$ cat src/rtl/pcwr_pkg.sv
// constants, field layouts and carrier types for the port config registers
// assumes a 20 MHz core clock and a register port fed by the serial front end
package pcwr_pkg;

  // clock and time base
  localparam int CLK_MHZ     = 20;
  localparam int TICK_US     = 10;
  localparam int TICK_CYCLES = TICK_US * CLK_MHZ;
  localparam int TW          = 22;

  // times in their own units, counts derived in 10 us ticks
  localparam int WD_STEP_US      = 164_000;
  localparam int WD_STEP_TICKS   = WD_STEP_US / TICK_US;
  localparam int CADENCE_US      = 2_200_000;
  localparam int CADENCE_TICKS   = CADENCE_US / TICK_US;
  localparam int TNOM_BASE_US    = 40_960;
  localparam int TNOM_STEP_US    = 2_720;
  localparam int DISC_NOM_US     = 350_000;
  localparam logic [TW-1:0] TNOM_BASE_TICKS = TW'(TNOM_BASE_US / TICK_US);
  localparam logic [TW-1:0] TNOM_STEP_TICKS = TW'(TNOM_STEP_US / TICK_US);
  localparam logic [TW-1:0] DISC_NOM_TICKS  = TW'(DISC_NOM_US / TICK_US);

  // register offsets
  localparam logic [7:0] ADDR_MODE   = 8'h12;
  localparam logic [7:0] ADDR_DISC   = 8'h13;
  localparam logic [7:0] ADDR_DETCLS = 8'h14;
  localparam logic [7:0] ADDR_BCKOFF = 8'h15;
  localparam logic [7:0] ADDR_TIMING = 8'h16;
  localparam logic [7:0] ADDR_MISC   = 8'h17;
  localparam logic [7:0] ADDR_PWRPB  = 8'h19;
  localparam logic [7:0] ADDR_GLOBPB = 8'h1a;
  localparam logic [7:0] ADDR_ID     = 8'h1b;
  localparam logic [7:0] ADDR_FLAGS  = 8'h1c;
  localparam logic [7:0] ADDR_WDCNT  = 8'h1e;
  localparam logic [7:0] ADDR_SWMODE = 8'h1f;

  // reset values and writable masks
  localparam logic [7:0] TIMING_RST  = 8'h00;
  localparam logic [7:0] MISC_RST    = 8'hc0;
  localparam logic [7:0] MISC_WMASK  = 8'hcf;
  localparam logic [7:0] SWMODE_RST  = 8'h00;
  localparam logic [7:0] SWMODE_WMSK = 8'hdf;
  localparam logic [7:0] WDCNT_RST   = 8'h00;
  localparam logic [3:0] FLAGS_RST   = 4'h0;

  // field positions
  localparam int MISC_RESTART_BIT = 6;
  localparam int MISC_CLFAIL_BIT  = 3;
  localparam int MISC_CLLIM_BIT   = 2;
  localparam int GPB_CLR_BIT      = 7;
  localparam int GPB_CHIP_BIT     = 4;
  localparam int SW_EN_BIT        = 7;
  localparam int SW_INT_BIT       = 6;
  localparam int TM_RSTR_LSB      = 6;
  localparam int TM_START_LSB     = 4;
  localparam int TM_FAULT_LSB     = 2;
  localparam int TM_DISC_LSB      = 0;

  // port mode codes
  localparam logic [1:0] MODE_SHUT = 2'b00;
  localparam logic [1:0] MODE_AUTO = 2'b11;

  // software or hardware control
  typedef enum logic [1:0] {
    CTL_SW = 2'b01,
    CTL_HW = 2'b10
  } pcwr_ctl_state_type;

  typedef struct packed {
    logic [7:0] addr;
    logic [7:0] wdata;
    logic       write;
    logic       read;
  } pcwr_req_type;

  typedef struct packed {
    logic [3:0] powered;
    logic [3:0] detecting;
    logic [3:0] class_fail;
    logic [3:0] oc_shutdown;
    logic [3:0] detect_fail;
  } pcwr_port_stat_type;

  typedef struct packed {
    logic [3:0] power_on;
    logic [3:0] power_off;
    logic [3:0] abort_discovery;
    logic [3:0] soft_reset;
    logic [3:0] power_block;
    logic [3:0] cadence_hold;
    logic       clear_all_events;
  } pcwr_ctrl_type;

  typedef struct packed {
    logic [3:0]    ac_disconnect_enable;
    logic [3:0]    dc_disconnect_enable;
    logic [3:0]    det_enable;
    logic [3:0]    class_enable;
    logic [3:0]    class_only;
    logic [3:0]    cadence_enable;
    logic          class_based_limit;
    logic [TW-1:0] fault_time;
    logic [TW-1:0] start_time;
    logic [TW-1:0] disc_time;
    logic [TW-1:0] restart_time;
  } pcwr_cfg_type;

endpackage

$ cat src/rtl/pcwr_regs.sv
// configuration, pushbutton and watchdog registers of a four-port
// power-sourcing controller; times are in 10 us ticks
// assumes the serial front end presents one-cycle read/write strobes on
// core_clk_in and the port engines report status on the same clock
`timescale 1ns/1ps
module pcwr_regs
  import pcwr_pkg::*;
#(
  parameter int         WD_STEP_TICKS_P = WD_STEP_TICKS,
  parameter int         CADENCE_TICKS_P = CADENCE_TICKS,
  parameter logic [4:0] DEVICE_IDENTITY_CODE_P       = 5'h0a,  // arbitrary value
  parameter logic [2:0] REV_CODE_P      = 3'h1    // arbitrary value
)(
  input  wire logic               core_clk_in,
  input  wire logic               rst_in,
  input  wire logic               auto_pin_in,
  input  wire logic               midspan_pin_in,
  input  wire pcwr_req_type       reg_req_in,
  input  wire pcwr_port_stat_type port_stat_in,
  input  wire logic [3:0]         fault_prog_in,
  input  wire logic [3:0]         start_prog_in,
  output logic [7:0]              reg_rdata_out,
  output pcwr_cfg_type            cfg_out,
  output pcwr_ctrl_type           ctrl_out,
  output logic                    takeover_irq_out
);

  ////////////////////////////////////////////////////////////////////////////
  // functions

  function automatic logic hit(input pcwr_req_type r, input logic [7:0] a,
                               input logic rd);
    hit = (rd ? r.read : r.write) && (r.addr == a);
  endfunction

  // nominal startup or fault time from a four-bit value
  function automatic logic [TW-1:0] nominal(input logic [3:0] p);
    nominal = TNOM_BASE_TICKS + TW'(TNOM_STEP_TICKS * TW'(p));
  endfunction

  // startup and fault share one scaling table
  function automatic logic [TW-1:0] scale_sf(input logic [TW-1:0] t,
                                             input logic [1:0] c);
    unique case (c)
      2'b00: scale_sf = t;
      2'b01: scale_sf = t >> 1;
      2'b10: scale_sf = t << 1;
      2'b11: scale_sf = t << 2;
    endcase
  endfunction

  ////////////////////////////////////////////////////////////////////////////
  // declarations

  logic               auto_s1, auto_s2, mid_s1, mid_s2;
  logic               chip_rst_reg;
  logic               rst_all;
  logic [7:0]         mode_reg, disc_reg, detcls_reg, timing_reg, misc_reg;
  logic [3:0]         bckoff_reg, flags_reg, flags_next;
  logic [7:0]         pwr_pb_reg, glob_pb_reg, wd_cnt_reg, swmode_reg;
  pcwr_ctl_state_type ctl_state_reg;
  logic [7:0]         tick_cnt_reg;
  logic               tick_reg;
  logic [23:0]        wd_sub_reg;
  logic               wd_en, wd_step, expire, hw_mode;
  logic [TW-1:0]      restart_cnt_reg [4];
  logic [TW-1:0]      cadence_cnt_reg [4];
  logic [TW-1:0]      fault_t, restart_t;
  logic [3:0]         on_ok, off_ok, denied, block;
  logic [7:0]         rd_value;

  ////////////////////////////////////////////////////////////////////////////
  // strap synchronisers; straps are taken during reset as reset values

  always_ff @(posedge core_clk_in)
  begin
    auto_s1 <= auto_pin_in;
    auto_s2 <= auto_s1;
    mid_s1  <= midspan_pin_in;
    mid_s2  <= mid_s1;
  end

  // chip reset button drives a one-cycle internal reset
  always_ff @(posedge core_clk_in)
  begin
    if (rst_in)
      chip_rst_reg <= 1'b0;
    else
      chip_rst_reg <= hit(reg_req_in, ADDR_GLOBPB, 1'b0)
                      && reg_req_in.wdata[GPB_CHIP_BIT];
  end

  assign rst_all = rst_in | chip_rst_reg;
  assign wd_en   = swmode_reg[SW_EN_BIT];
  assign hw_mode = (ctl_state_reg == CTL_HW);
  assign expire  = wd_en && (wd_cnt_reg == WDCNT_RST) && !hw_mode;

  ////////////////////////////////////////////////////////////////////////////
  // configuration registers

  always_ff @(posedge core_clk_in)
  begin
    if (rst_all)
    begin
      mode_reg   <= {8{auto_s2}};
      disc_reg   <= {4'h0, {4{auto_s2}}};
      detcls_reg <= {8{auto_s2}};
      bckoff_reg <= {4{auto_s2 & mid_s2}};
      timing_reg <= TIMING_RST;
      misc_reg   <= MISC_RST;
      swmode_reg <= SWMODE_RST;
    end
    else
    begin
      if (expire)
      begin
        for (int i = 0; i < 4; i++)
          mode_reg[2*i +: 2] <= swmode_reg[i] ? MODE_AUTO : MODE_SHUT;
      end
      else if (hit(reg_req_in, ADDR_MODE, 1'b0) && !hw_mode)
        mode_reg <= reg_req_in.wdata;
      if (hit(reg_req_in, ADDR_DISC, 1'b0))
        disc_reg <= reg_req_in.wdata;
      if (hit(reg_req_in, ADDR_DETCLS, 1'b0))
        detcls_reg <= reg_req_in.wdata;
      if (hit(reg_req_in, ADDR_BCKOFF, 1'b0))
        bckoff_reg <= reg_req_in.wdata[3:0];
      if (hit(reg_req_in, ADDR_TIMING, 1'b0))
        timing_reg <= reg_req_in.wdata;
      if (hit(reg_req_in, ADDR_MISC, 1'b0))
        misc_reg <= reg_req_in.wdata & MISC_WMASK;
      if (hit(reg_req_in, ADDR_SWMODE, 1'b0))
        swmode_reg <= reg_req_in.wdata & SWMODE_WMSK;
    end
  end

  // pushbuttons live one cycle: written, executed, gone
  always_ff @(posedge core_clk_in)
  begin
    if (rst_all)
    begin
      pwr_pb_reg  <= 8'h00;
      glob_pb_reg <= 8'h00;
    end
    else
    begin
      pwr_pb_reg  <= hit(reg_req_in, ADDR_PWRPB, 1'b0)
                     ? reg_req_in.wdata : 8'h00;
      glob_pb_reg <= hit(reg_req_in, ADDR_GLOBPB, 1'b0)
                     ? reg_req_in.wdata : 8'h00;
    end
  end

  ////////////////////////////////////////////////////////////////////////////
  // 10 us tick and watchdog

  always_ff @(posedge core_clk_in)
  begin
    if (rst_all || tick_cnt_reg == 8'(TICK_CYCLES - 1))
      tick_cnt_reg <= 8'h00;
    else
      tick_cnt_reg <= tick_cnt_reg + 8'h01;
  end

  always_ff @(posedge core_clk_in)
  begin
    if (rst_all)
      tick_reg <= 1'b0;
    else
      tick_reg <= (tick_cnt_reg == 8'(TICK_CYCLES - 1));
  end

  // prescaler runs only while enabled, so a fresh enable gets a full step
  always_ff @(posedge core_clk_in)
  begin
    if (rst_all || !wd_en || wd_step)
      wd_sub_reg <= 24'h00_0000;
    else if (tick_reg)
      wd_sub_reg <= wd_sub_reg + 24'h00_0001;
  end

  assign wd_step = tick_reg && (wd_sub_reg == 24'(WD_STEP_TICKS_P - 1));

  always_ff @(posedge core_clk_in)
  begin
    if (rst_all)
      wd_cnt_reg <= WDCNT_RST;
    else if (hit(reg_req_in, ADDR_WDCNT, 1'b0))
      wd_cnt_reg <= reg_req_in.wdata;
    else if (wd_en && wd_step && wd_cnt_reg != 8'h00)
      wd_cnt_reg <= wd_cnt_reg - 8'h01;
  end

  // hardware control stays until the watchdog is disabled
  always_ff @(posedge core_clk_in)
  begin
    if (rst_all)
      ctl_state_reg <= CTL_SW;
    else
    begin
      unique case (ctl_state_reg)
        CTL_SW: if (expire) ctl_state_reg <= CTL_HW;
        CTL_HW: if (!wd_en) ctl_state_reg <= CTL_SW;
        default: ctl_state_reg <= CTL_SW;
      endcase
    end
  end

  ////////////////////////////////////////////////////////////////////////////
  // restart and cadence timers

  assign fault_t   = scale_sf(nominal(fault_prog_in),
                              timing_reg[TM_FAULT_LSB +: 2]);
  always_comb
  begin
    unique case (timing_reg[TM_RSTR_LSB +: 2])
      2'b00: restart_t = fault_t << 4;
      2'b01: restart_t = fault_t << 5;
      2'b10: restart_t = fault_t << 6;
      2'b11: restart_t = '0;
    endcase
  end

  always_ff @(posedge core_clk_in)
  begin
    for (int i = 0; i < 4; i++)
    begin
      if (rst_all)
        restart_cnt_reg[i] <= '0;
      else if (port_stat_in.oc_shutdown[i])
        restart_cnt_reg[i] <= restart_t;
      else if (tick_reg && restart_cnt_reg[i] != '0)
        restart_cnt_reg[i] <= restart_cnt_reg[i] - TW'(1);
    end
  end

  always_ff @(posedge core_clk_in)
  begin
    for (int i = 0; i < 4; i++)
    begin
      if (rst_all)
        cadence_cnt_reg[i] <= '0;
      else if (port_stat_in.detect_fail[i] && bckoff_reg[i])
        cadence_cnt_reg[i] <= TW'(CADENCE_TICKS_P);
      else if (tick_reg && cadence_cnt_reg[i] != '0)
        cadence_cnt_reg[i] <= cadence_cnt_reg[i] - TW'(1);
    end
  end

  ////////////////////////////////////////////////////////////////////////////
  // pushbutton qualification

  always_comb
  begin
    for (int i = 0; i < 4; i++)
    begin
      block[i]  = (misc_reg[MISC_RESTART_BIT] && restart_cnt_reg[i] != '0)
                  || (misc_reg[MISC_CLFAIL_BIT] && port_stat_in.class_fail[i]
                      && mode_reg[2*i +: 2] == MODE_AUTO);
      denied[i] = pwr_pb_reg[i] && hw_mode;
      on_ok[i]  = pwr_pb_reg[i] && !hw_mode && !block[i]
                  && !port_stat_in.powered[i]
                  && mode_reg[2*i +: 2] != MODE_SHUT
                  && mode_reg[2*i +: 2] != MODE_AUTO;
      off_ok[i] = pwr_pb_reg[4+i] && port_stat_in.powered[i]
                  && mode_reg[2*i +: 2] != MODE_SHUT;
    end
  end

  // commands and config toward the port engines
  always_ff @(posedge core_clk_in)
  begin
    if (rst_all)
    begin
      ctrl_out <= '0;
      cfg_out  <= '0;
    end
    else
    begin
      ctrl_out.power_on         <= on_ok;
      ctrl_out.abort_discovery  <= on_ok & port_stat_in.detecting;
      ctrl_out.power_off        <= off_ok | glob_pb_reg[3:0];
      ctrl_out.soft_reset       <= glob_pb_reg[3:0];
      ctrl_out.clear_all_events <= glob_pb_reg[GPB_CLR_BIT];
      ctrl_out.power_block      <= block;
      for (int i = 0; i < 4; i++)
        ctrl_out.cadence_hold[i] <= (cadence_cnt_reg[i] != '0);
      cfg_out.ac_disconnect_enable <= disc_reg[7:4];
      cfg_out.dc_disconnect_enable <= disc_reg[3:0];
      cfg_out.det_enable           <= detcls_reg[3:0];
      cfg_out.class_enable         <= detcls_reg[7:4];
      cfg_out.class_only   <= detcls_reg[7:4] & ~detcls_reg[3:0];
      cfg_out.cadence_enable       <= bckoff_reg;
      cfg_out.class_based_limit    <= misc_reg[MISC_CLLIM_BIT];
      cfg_out.fault_time           <= fault_t;
      cfg_out.start_time   <= scale_sf(nominal(start_prog_in),
                                       timing_reg[TM_START_LSB +: 2]);
      cfg_out.restart_time         <= restart_t;
      unique case (timing_reg[TM_DISC_LSB +: 2])
        2'b00: cfg_out.disc_time <= DISC_NOM_TICKS;
        2'b01: cfg_out.disc_time <= DISC_NOM_TICKS >> 2;
        2'b10: cfg_out.disc_time <= DISC_NOM_TICKS >> 1;
        2'b11: cfg_out.disc_time <= DISC_NOM_TICKS << 1;
      endcase
    end
  end

  ////////////////////////////////////////////////////////////////////////////
  // takeover flags, interrupt and read port

  // a set in the cycle of the clearing read survives it
  assign flags_next = (hit(reg_req_in, ADDR_FLAGS, 1'b1) ? FLAGS_RST
                       : flags_reg) | (expire ? 4'hf : 4'h0) | denied;

  always_ff @(posedge core_clk_in)
  begin
    if (rst_all)
      flags_reg <= FLAGS_RST;
    else
      flags_reg <= flags_next;
  end

  always_ff @(posedge core_clk_in)
  begin
    if (rst_all)
      takeover_irq_out <= 1'b0;
    else
      takeover_irq_out <= swmode_reg[SW_INT_BIT] && (|flags_reg);
  end

  // button registers read as zero
  always_comb
  begin
    unique case (reg_req_in.addr)
      ADDR_MODE:   rd_value = mode_reg;
      ADDR_DISC:   rd_value = disc_reg;
      ADDR_DETCLS: rd_value = detcls_reg;
      ADDR_BCKOFF: rd_value = {4'h0, bckoff_reg};
      ADDR_TIMING: rd_value = timing_reg;
      ADDR_MISC:   rd_value = misc_reg;
      ADDR_ID:     rd_value = {DEVICE_IDENTITY_CODE_P, REV_CODE_P};
      ADDR_FLAGS:  rd_value = {4'h0, flags_reg};
      ADDR_WDCNT:  rd_value = wd_cnt_reg;
      ADDR_SWMODE: rd_value = swmode_reg;
      default:     rd_value = 8'h00;
    endcase
  end

  always_ff @(posedge core_clk_in)
  begin
    if (rst_all)
      reg_rdata_out <= 8'h00;
    else if (reg_req_in.read)
      reg_rdata_out <= rd_value;
  end
endmodule

$ cat config.mk
export PLATFORM = sky130hd
export DESIGN_NAME = pcwr_regs
export DESIGN_NICKNAME = d
export VERILOG_FILES = /design/src/rtl/pcwr_pkg.sv /design/src/rtl/pcwr_regs.sv
export SDC_FILE = /design/constraint.sdc
export NUM_CORES = 1
export LEC_CHECK = 0
export BUFFER_PORTS_ARGS = -buffer_cell sky130_fd_sc_hd__buf_2
export CORE_ASPECT_RATIO = 1.5
export CORE_UTILIZATION = 53
export CTS_CLUSTER_SIZE = 40
export DETAILED_ROUTE_END_ITERATION = 10
export GPL_ROUTABILITY_DRIVEN = 0
export PLACE_DENSITY_LB_ADDON = 0.3
export SETUP_SLACK_MARGIN = 0.5
export SLEW_MARGIN = 30
export SYNTH_ARGS = -nofsm -noshare
export SYNTH_HDL_FRONTEND = slang
export SYNTH_SLANG_ARGS = --single-unit
$ cat constraint.sdc
create_clock -name core_clk_in -period 4.8 [get_ports core_clk_in]
set_clock_uncertainty 0.2 [all_clocks]
set_input_delay 0.96 -clock core_clk_in [delete_from_list [all_inputs] [get_ports core_clk_in]]
set_output_delay 0.96 -clock core_clk_in [all_outputs]
set_load 0.02 [all_outputs]
-- Word level (Yosys, flattened, before mapping)
Memories as Yosys holds them, arrays and structs flattened.
Cells that the tools add are included.
- register bits: 264
- bits in writable memories: 176
- input port bits: 50
- output and inout port bits: 147
- word-level logic and storage cells: 340
- memories: 2
- add/subtract/negate cells: 13
- $mul: 2
- eq/ne operators: 38
- multiplexer cells: 99
- bitwise gates (word level): 26
- reductions and logical operators: 119
- memory list (memory ; words ; bits a word ; rd ports ; clocked after Yosys merged registers in ; write ports ; RTL line ; source):
    cadence_cnt_reg ; 4 ; 22 ; 4 ; 0 ; 4 ; pcwr_regs.sv:67 ; logic [TW-1:0] cadence_cnt_reg [4];
    restart_cnt_reg ; 4 ; 22 ; 4 ; 0 ; 4 ; pcwr_regs.sv:66 ; logic [TW-1:0] restart_cnt_reg [4];
- operators by type and width (cell ; number):
    2-to-1 mux 22 bit ; 16
    case mux 22 bit (4 select lines) ; 4
    nonzero test 22 bit ; 8
    subtractor 22 x 1 -> 22 bit, second input constant ; 8
    equality test 8 x 5 -> 1 bit, second input constant ; 12
    case mux 8 bit (10 select lines) ; 1
    logical AND 1 bit ; 75
    2-to-1 mux 1 bit ; 58
    2-to-1 mux 8 bit ; 7
    adder 13 x 13 -> 14 bit, first input constant ; 2
    equality test 2 bit, second input constant ; 13
    adder 24 x 1 -> 24 bit, second input constant ; 1
    equality test 24 x 15 -> 1 bit, second input constant ; 1
    2-to-1 mux 4 bit ; 6
    multiplier 5 x 4 -> 9 bit, first input constant ; 2
    OR 1 bit ; 17
    nonzero test 2 bit ; 8
    2-to-1 mux 2 bit ; 6
    inequality test 2 bit, second input constant ; 6
    OR 4 bit ; 3
    equality test 2 x 1 -> 1 bit, second input constant ; 5
    logical NOT 1 bit ; 10
    adder 8 x 1 -> 8 bit, second input constant ; 1
    AND 4 bit ; 2
    other kinds (14) ; 25

-- Depth between registers and ports, before layout
An unclocked memory read counts as a cell.
- word-level depth: 10
- depth in mapped cells: 8
- depth with buffers taken out: 7

-- Least setup slack after synthesis
Ideal clock, no wire load.
- kind: input port to flip-flop
- start point: input reg_req_in[15] in the netlist's numbering
- end point: register mode_reg[0] (enable)
- library setup time: 384 ps
- arrival: 2738 ps
- path slack: 1478 ps
- cell stages on the path: 5
- cells stage by stage: or4b_1 -> clkbuf_1 -> nor3_1 -> a22oi_1 -> o21ai_0
- word-level cells in the longest chain between the ends: 4
- RTL lines (item ; RTL line ; source):
    start: declaration ; pcwr_regs.sv:18 ; input wire pcwr_req_type reg_req_in,
    equality test 8 x 5 -> 1 bit ; pcwr_regs.sv:33 ; hit = (rd ? r.read : r.write) && (r.addr == a);
    logical AND 1 bit ; pcwr_regs.sv:33 ;
    logical AND 1 bit ; pcwr_regs.sv:120 ; else if (hit(reg_req_in, ADDR_MODE, 1'b0) && !hw_mode)
    nonzero test 3 bit (no source line) ; - ;
    end signal: assignment ; pcwr_regs.sv:105 ; mode_reg <= {8{auto_s2}};
    end signal: indexed assignment ; pcwr_regs.sv:118 ; mode_reg[2*i +: 2] <= swmode_reg[i] ? MODE_AUTO : MODE_SHUT;
    end signal: assignment ; pcwr_regs.sv:121 ; mode_reg <= reg_req_in.wdata;
    end: declaration ; pcwr_regs.sv:58 ; logic [7:0] mode_reg, disc_reg, detcls_reg, timing_reg, misc_reg;
No other way between the ends.
A chain may end at the register's enable or synchronous reset.

==> impl_metrics.csv <==
group,metric,value,unit
floorplan,start_util,53.9,%
power_and_ir_drop,switching_power,0.00179,W
power_and_ir_drop,p_leak,7.87,nW
sta,timing.final.crit_share,68.8,%
synthesis,async_reset_ff_share,0,%
cts,clkTransAtPathRegs,0.06,ns
cells_and_area,nNetsFinal,2055,
floorplan,core-area,35200,sq um
sta,final-max-slew-violation-count,0,
power_and_ir_drop,clkPwrFrac,40.9,%
worst_setup_path,crit_chain,"buf_2, or3b_2, a21oi_1, o21a_1, a31oi_2, nand2_1",
detailed_routing,wirelength,47400,microns
detailed_routing,wl_per_cell,19.1,microns
detailed_routing,drt_iter0_drc,1039,
power_and_ir_drop,p_seq_share,51.1,%
min_path,hold_class,"reg2reg",
floorplan,fp.dieW,156,microns
synthesis,synthCells,1863,
detailed_routing,drt-pass1-iter-count,5,
floorplan,num_rows,84,
power_and_ir_drop,pwr-share-comb,8.0,%
cts,cts_buffer_depth,3,
worst_setup_path,cp.buffers_inverters,1,
synthesis,synth_edf_count,200,
cells_and_area,most-common-layout-cells,"nor2_1 (252), edfxtp_1 (200), dfxtp_1 (194)",
worst_setup_path,critPathKind,"in2reg",
sta,slew_headroom,32.6,%
worst_setup_path,critPathArrivalTime,3.26,ns
sta,finalSetupTns,0,ns
worst_setup_path,crit_path_end_kind,"flip-flop",
grt,grt_pass1_wl,73400,microns
detailed_routing,antenna_left,0,
cts,cts_buffers,38,
worst_setup_path,startpoint_type,"input port",
cts,post_cts_buffers,0,
floorplan,num_io_pins,197,
synthesis,synth-seq-cells,394,
cts,clock_latency,0.55,ns
grt,grt_overflow,0,
floorplan,die_h,234,microns
cts,clock-root-buffer,"clkbuf_16",
cts,cts_resized,0,
synthesis,ys_warn_count,0,
cts,cts_tree,"yes",
detailed_routing,vias,14500,
worst_setup_path,cpMaxStageDelayCell,"nand2_1",
synthesis,synthesis.area,19000,sq um
cts,htree_levels,2,
power_and_ir_drop,p_sw_share,24.2,%
power_and_ir_drop,ir_worst_vdd,0.312,mV
synthesis,syn_area_per_cell,10.2,sq um
sta,max_freq,303,MHz
power_and_ir_drop,powerDensity,351,nW/um^2
power_and_ir_drop,p_int,0.00563,W
cells_and_area,layout_commonest_cell,"nor2_1",
detailed_routing,drc,0,
sta,rsz0062_at_grt,"false",
placement,port_buffers,162,
grt,grt_usage,25.9,%
synthesis,synth_cell_type_count,80,
worst_setup_path,critPathMaxStageDelay,0.75,ns
cts,cts_hold_buf,0,
grt,grt_pass1_vias,13800,
worst_setup_path,cp.required,4.76,ns
cells_and_area,fill_cells,2902,
placement,dp_hpwl,33500,microns
worst_setup_path,crit_fanout,22,
sta,worst_pin_slew,1.00,ns
cts,cts.sinks,394,
status,status,"finished, final reports clean",
sta,period_needed,3.30,ns
worst_setup_path,critPathTopFamily,"simple AND/OR/NAND/NOR gates",
job,cap_violations,0,
detailed_routing,viasPerCell,5.83,
floorplan,dieArea,36600,sq um
grt,antenna_found_initial,2,
cells_and_area,syn_to_final_growth,11.6,%
grt,grt_max_degree,80,
synthesis,ys_seq_area_share,52.1,%
sta,hold_viol_final,0,
synthesis,synth_ff_type,"edfxtp_1",
cells_and_area,drive_above_1_share,14.1,%
sta,final-setup-viol-count,0,
cells_and_area,post-route-util,60.1,%
[Yosys cell counts (19+ instances only)]
| cell | count | area share, % |
|---|---|---|
| o22ai_1 | 47 | 1.5 |
| or4_1 | 21 | 0.83 |
| buf_4 | 45 | 1.8 |
| ha_1 | 26 | 1.7 |
| nor2b_1 | 19 | 0.63 |
| nand4_1 | 19 | 0.63 |
| xor2_1 | 82 | 3.8 |
| xnor2_1 | 96 | 4.4 |
| nor2_1 | 253 | 5.0 |
| or3_1 | 30 | 0.99 |
| nand2_1 | 123 | 2.4 |
| nor4_1 | 41 | 1.4 |
| o21ai_0 | 61 | 1.6 |
| nand3_1 | 56 | 1.5 |
| edfxtp_1 | 200 | 32 |
| inv_1 | 37 | 0.73 |
| dfxtp_1 | 194 | 20 |
| nor3_1 | 63 | 1.7 |
| and2_1 | 51 | 1.7 |
| mux2i_1 | 40 | 2.1 |
| a21oi_1 | 68 | 1.8 |
| clkbuf_1 | 62 | 1.2 |
[final cells by class]
type | count | area (sq um) | share of cell area (%)
multi-input combinational | 1337 | 8410 | 39.7
antenna | 2 | 5.00 | 0.0236
clock inverter | 15 | 120 | 0.567
clock buffer | 55 | 1130 | 5.34
sequential | 394 | 9890 | 46.7
inverter | 38 | 143 | 0.674
tap | 473 | 592 | 2.80
timing repair buffer | 170 | 883 | 4.17
[through the flow]
step                      cells  instance area [sq um]  hold slack (ns)  worst slack (ns)  total power (W)
after detailed placement   2412                  19900            0.134              1.01          0.00445
final                      2484                  21200            0.152              1.50          0.00742
after CTS                  2482                  21200            0.149              1.49          0.00746
after global placement     2412                  19900            0.134              1.10          0.00443
after global routing       2484                  21200            0.157              1.27          0.00764
after floorplan            1896                  19100            0.110              1.48          0.00427
[power by group through the flow]
stage / Sequential [W] / Combinational [W] / Clock (W)
after floorplan: 0.00385 / 0.000416 / 0
after global placement: 0.00386 / 0.000574 / 0
after detailed placement: 0.00386 / 0.000586 / 0
after CTS: 0.00379 / 0.000592 / 0.00308
after global routing: 0.00380 / 0.000651 / 0.00318
final: 0.00379 / 0.000596 / 0.00304
[routing by layer]
layer	part of all wire (%)	GRT usage (%)	wire length, microns
met3	5.9	3.90	2780
met5	0	0	0
met4	6.3	16.4	2990
met1	38	29.3	18000
met2	50	45.5	23600
[cell families (layout without fill, tap and decap cells)]
| logic type | count (synthesis) | after routing | share of synthesized area (%) |
|---|---|---|---|
| AO/OA/AOI/OAI | 266 | 266 | 8.84 |
| XOR/XNOR | 178 | 178 | 8.22 |
| adder cells (fa/ha/maj) | 26 | 26 | 1.71 |
| buffers and inverters | 165 | 278 | 4.38 |
| flip-flops | 394 | 394 | 52.1 |
| multiplexers | 57 | 57 | 3.65 |
| other | 1 | 36 | 0.0198 |
| AND/OR/NAND/NOR | 776 | 776 | 21.1 |
[worst paths after layout]
check | slack [ns] | endpoint | cells after the start | start
worst min register to register | 0.15 | mid_s2 | 0 | mid_s1
worst max register to register | 1.50 | cadence_cnt_reg[2][15] | 5 | cadence_cnt_reg[2][14]
worst min-delay path | 0.15 | mid_s2 | 0 | mid_s1
worst max-delay path | 1.50 | cadence_cnt_reg[2][15] | 6 | rst_in
No activity file was read; power rests on OpenSTA's default activity.
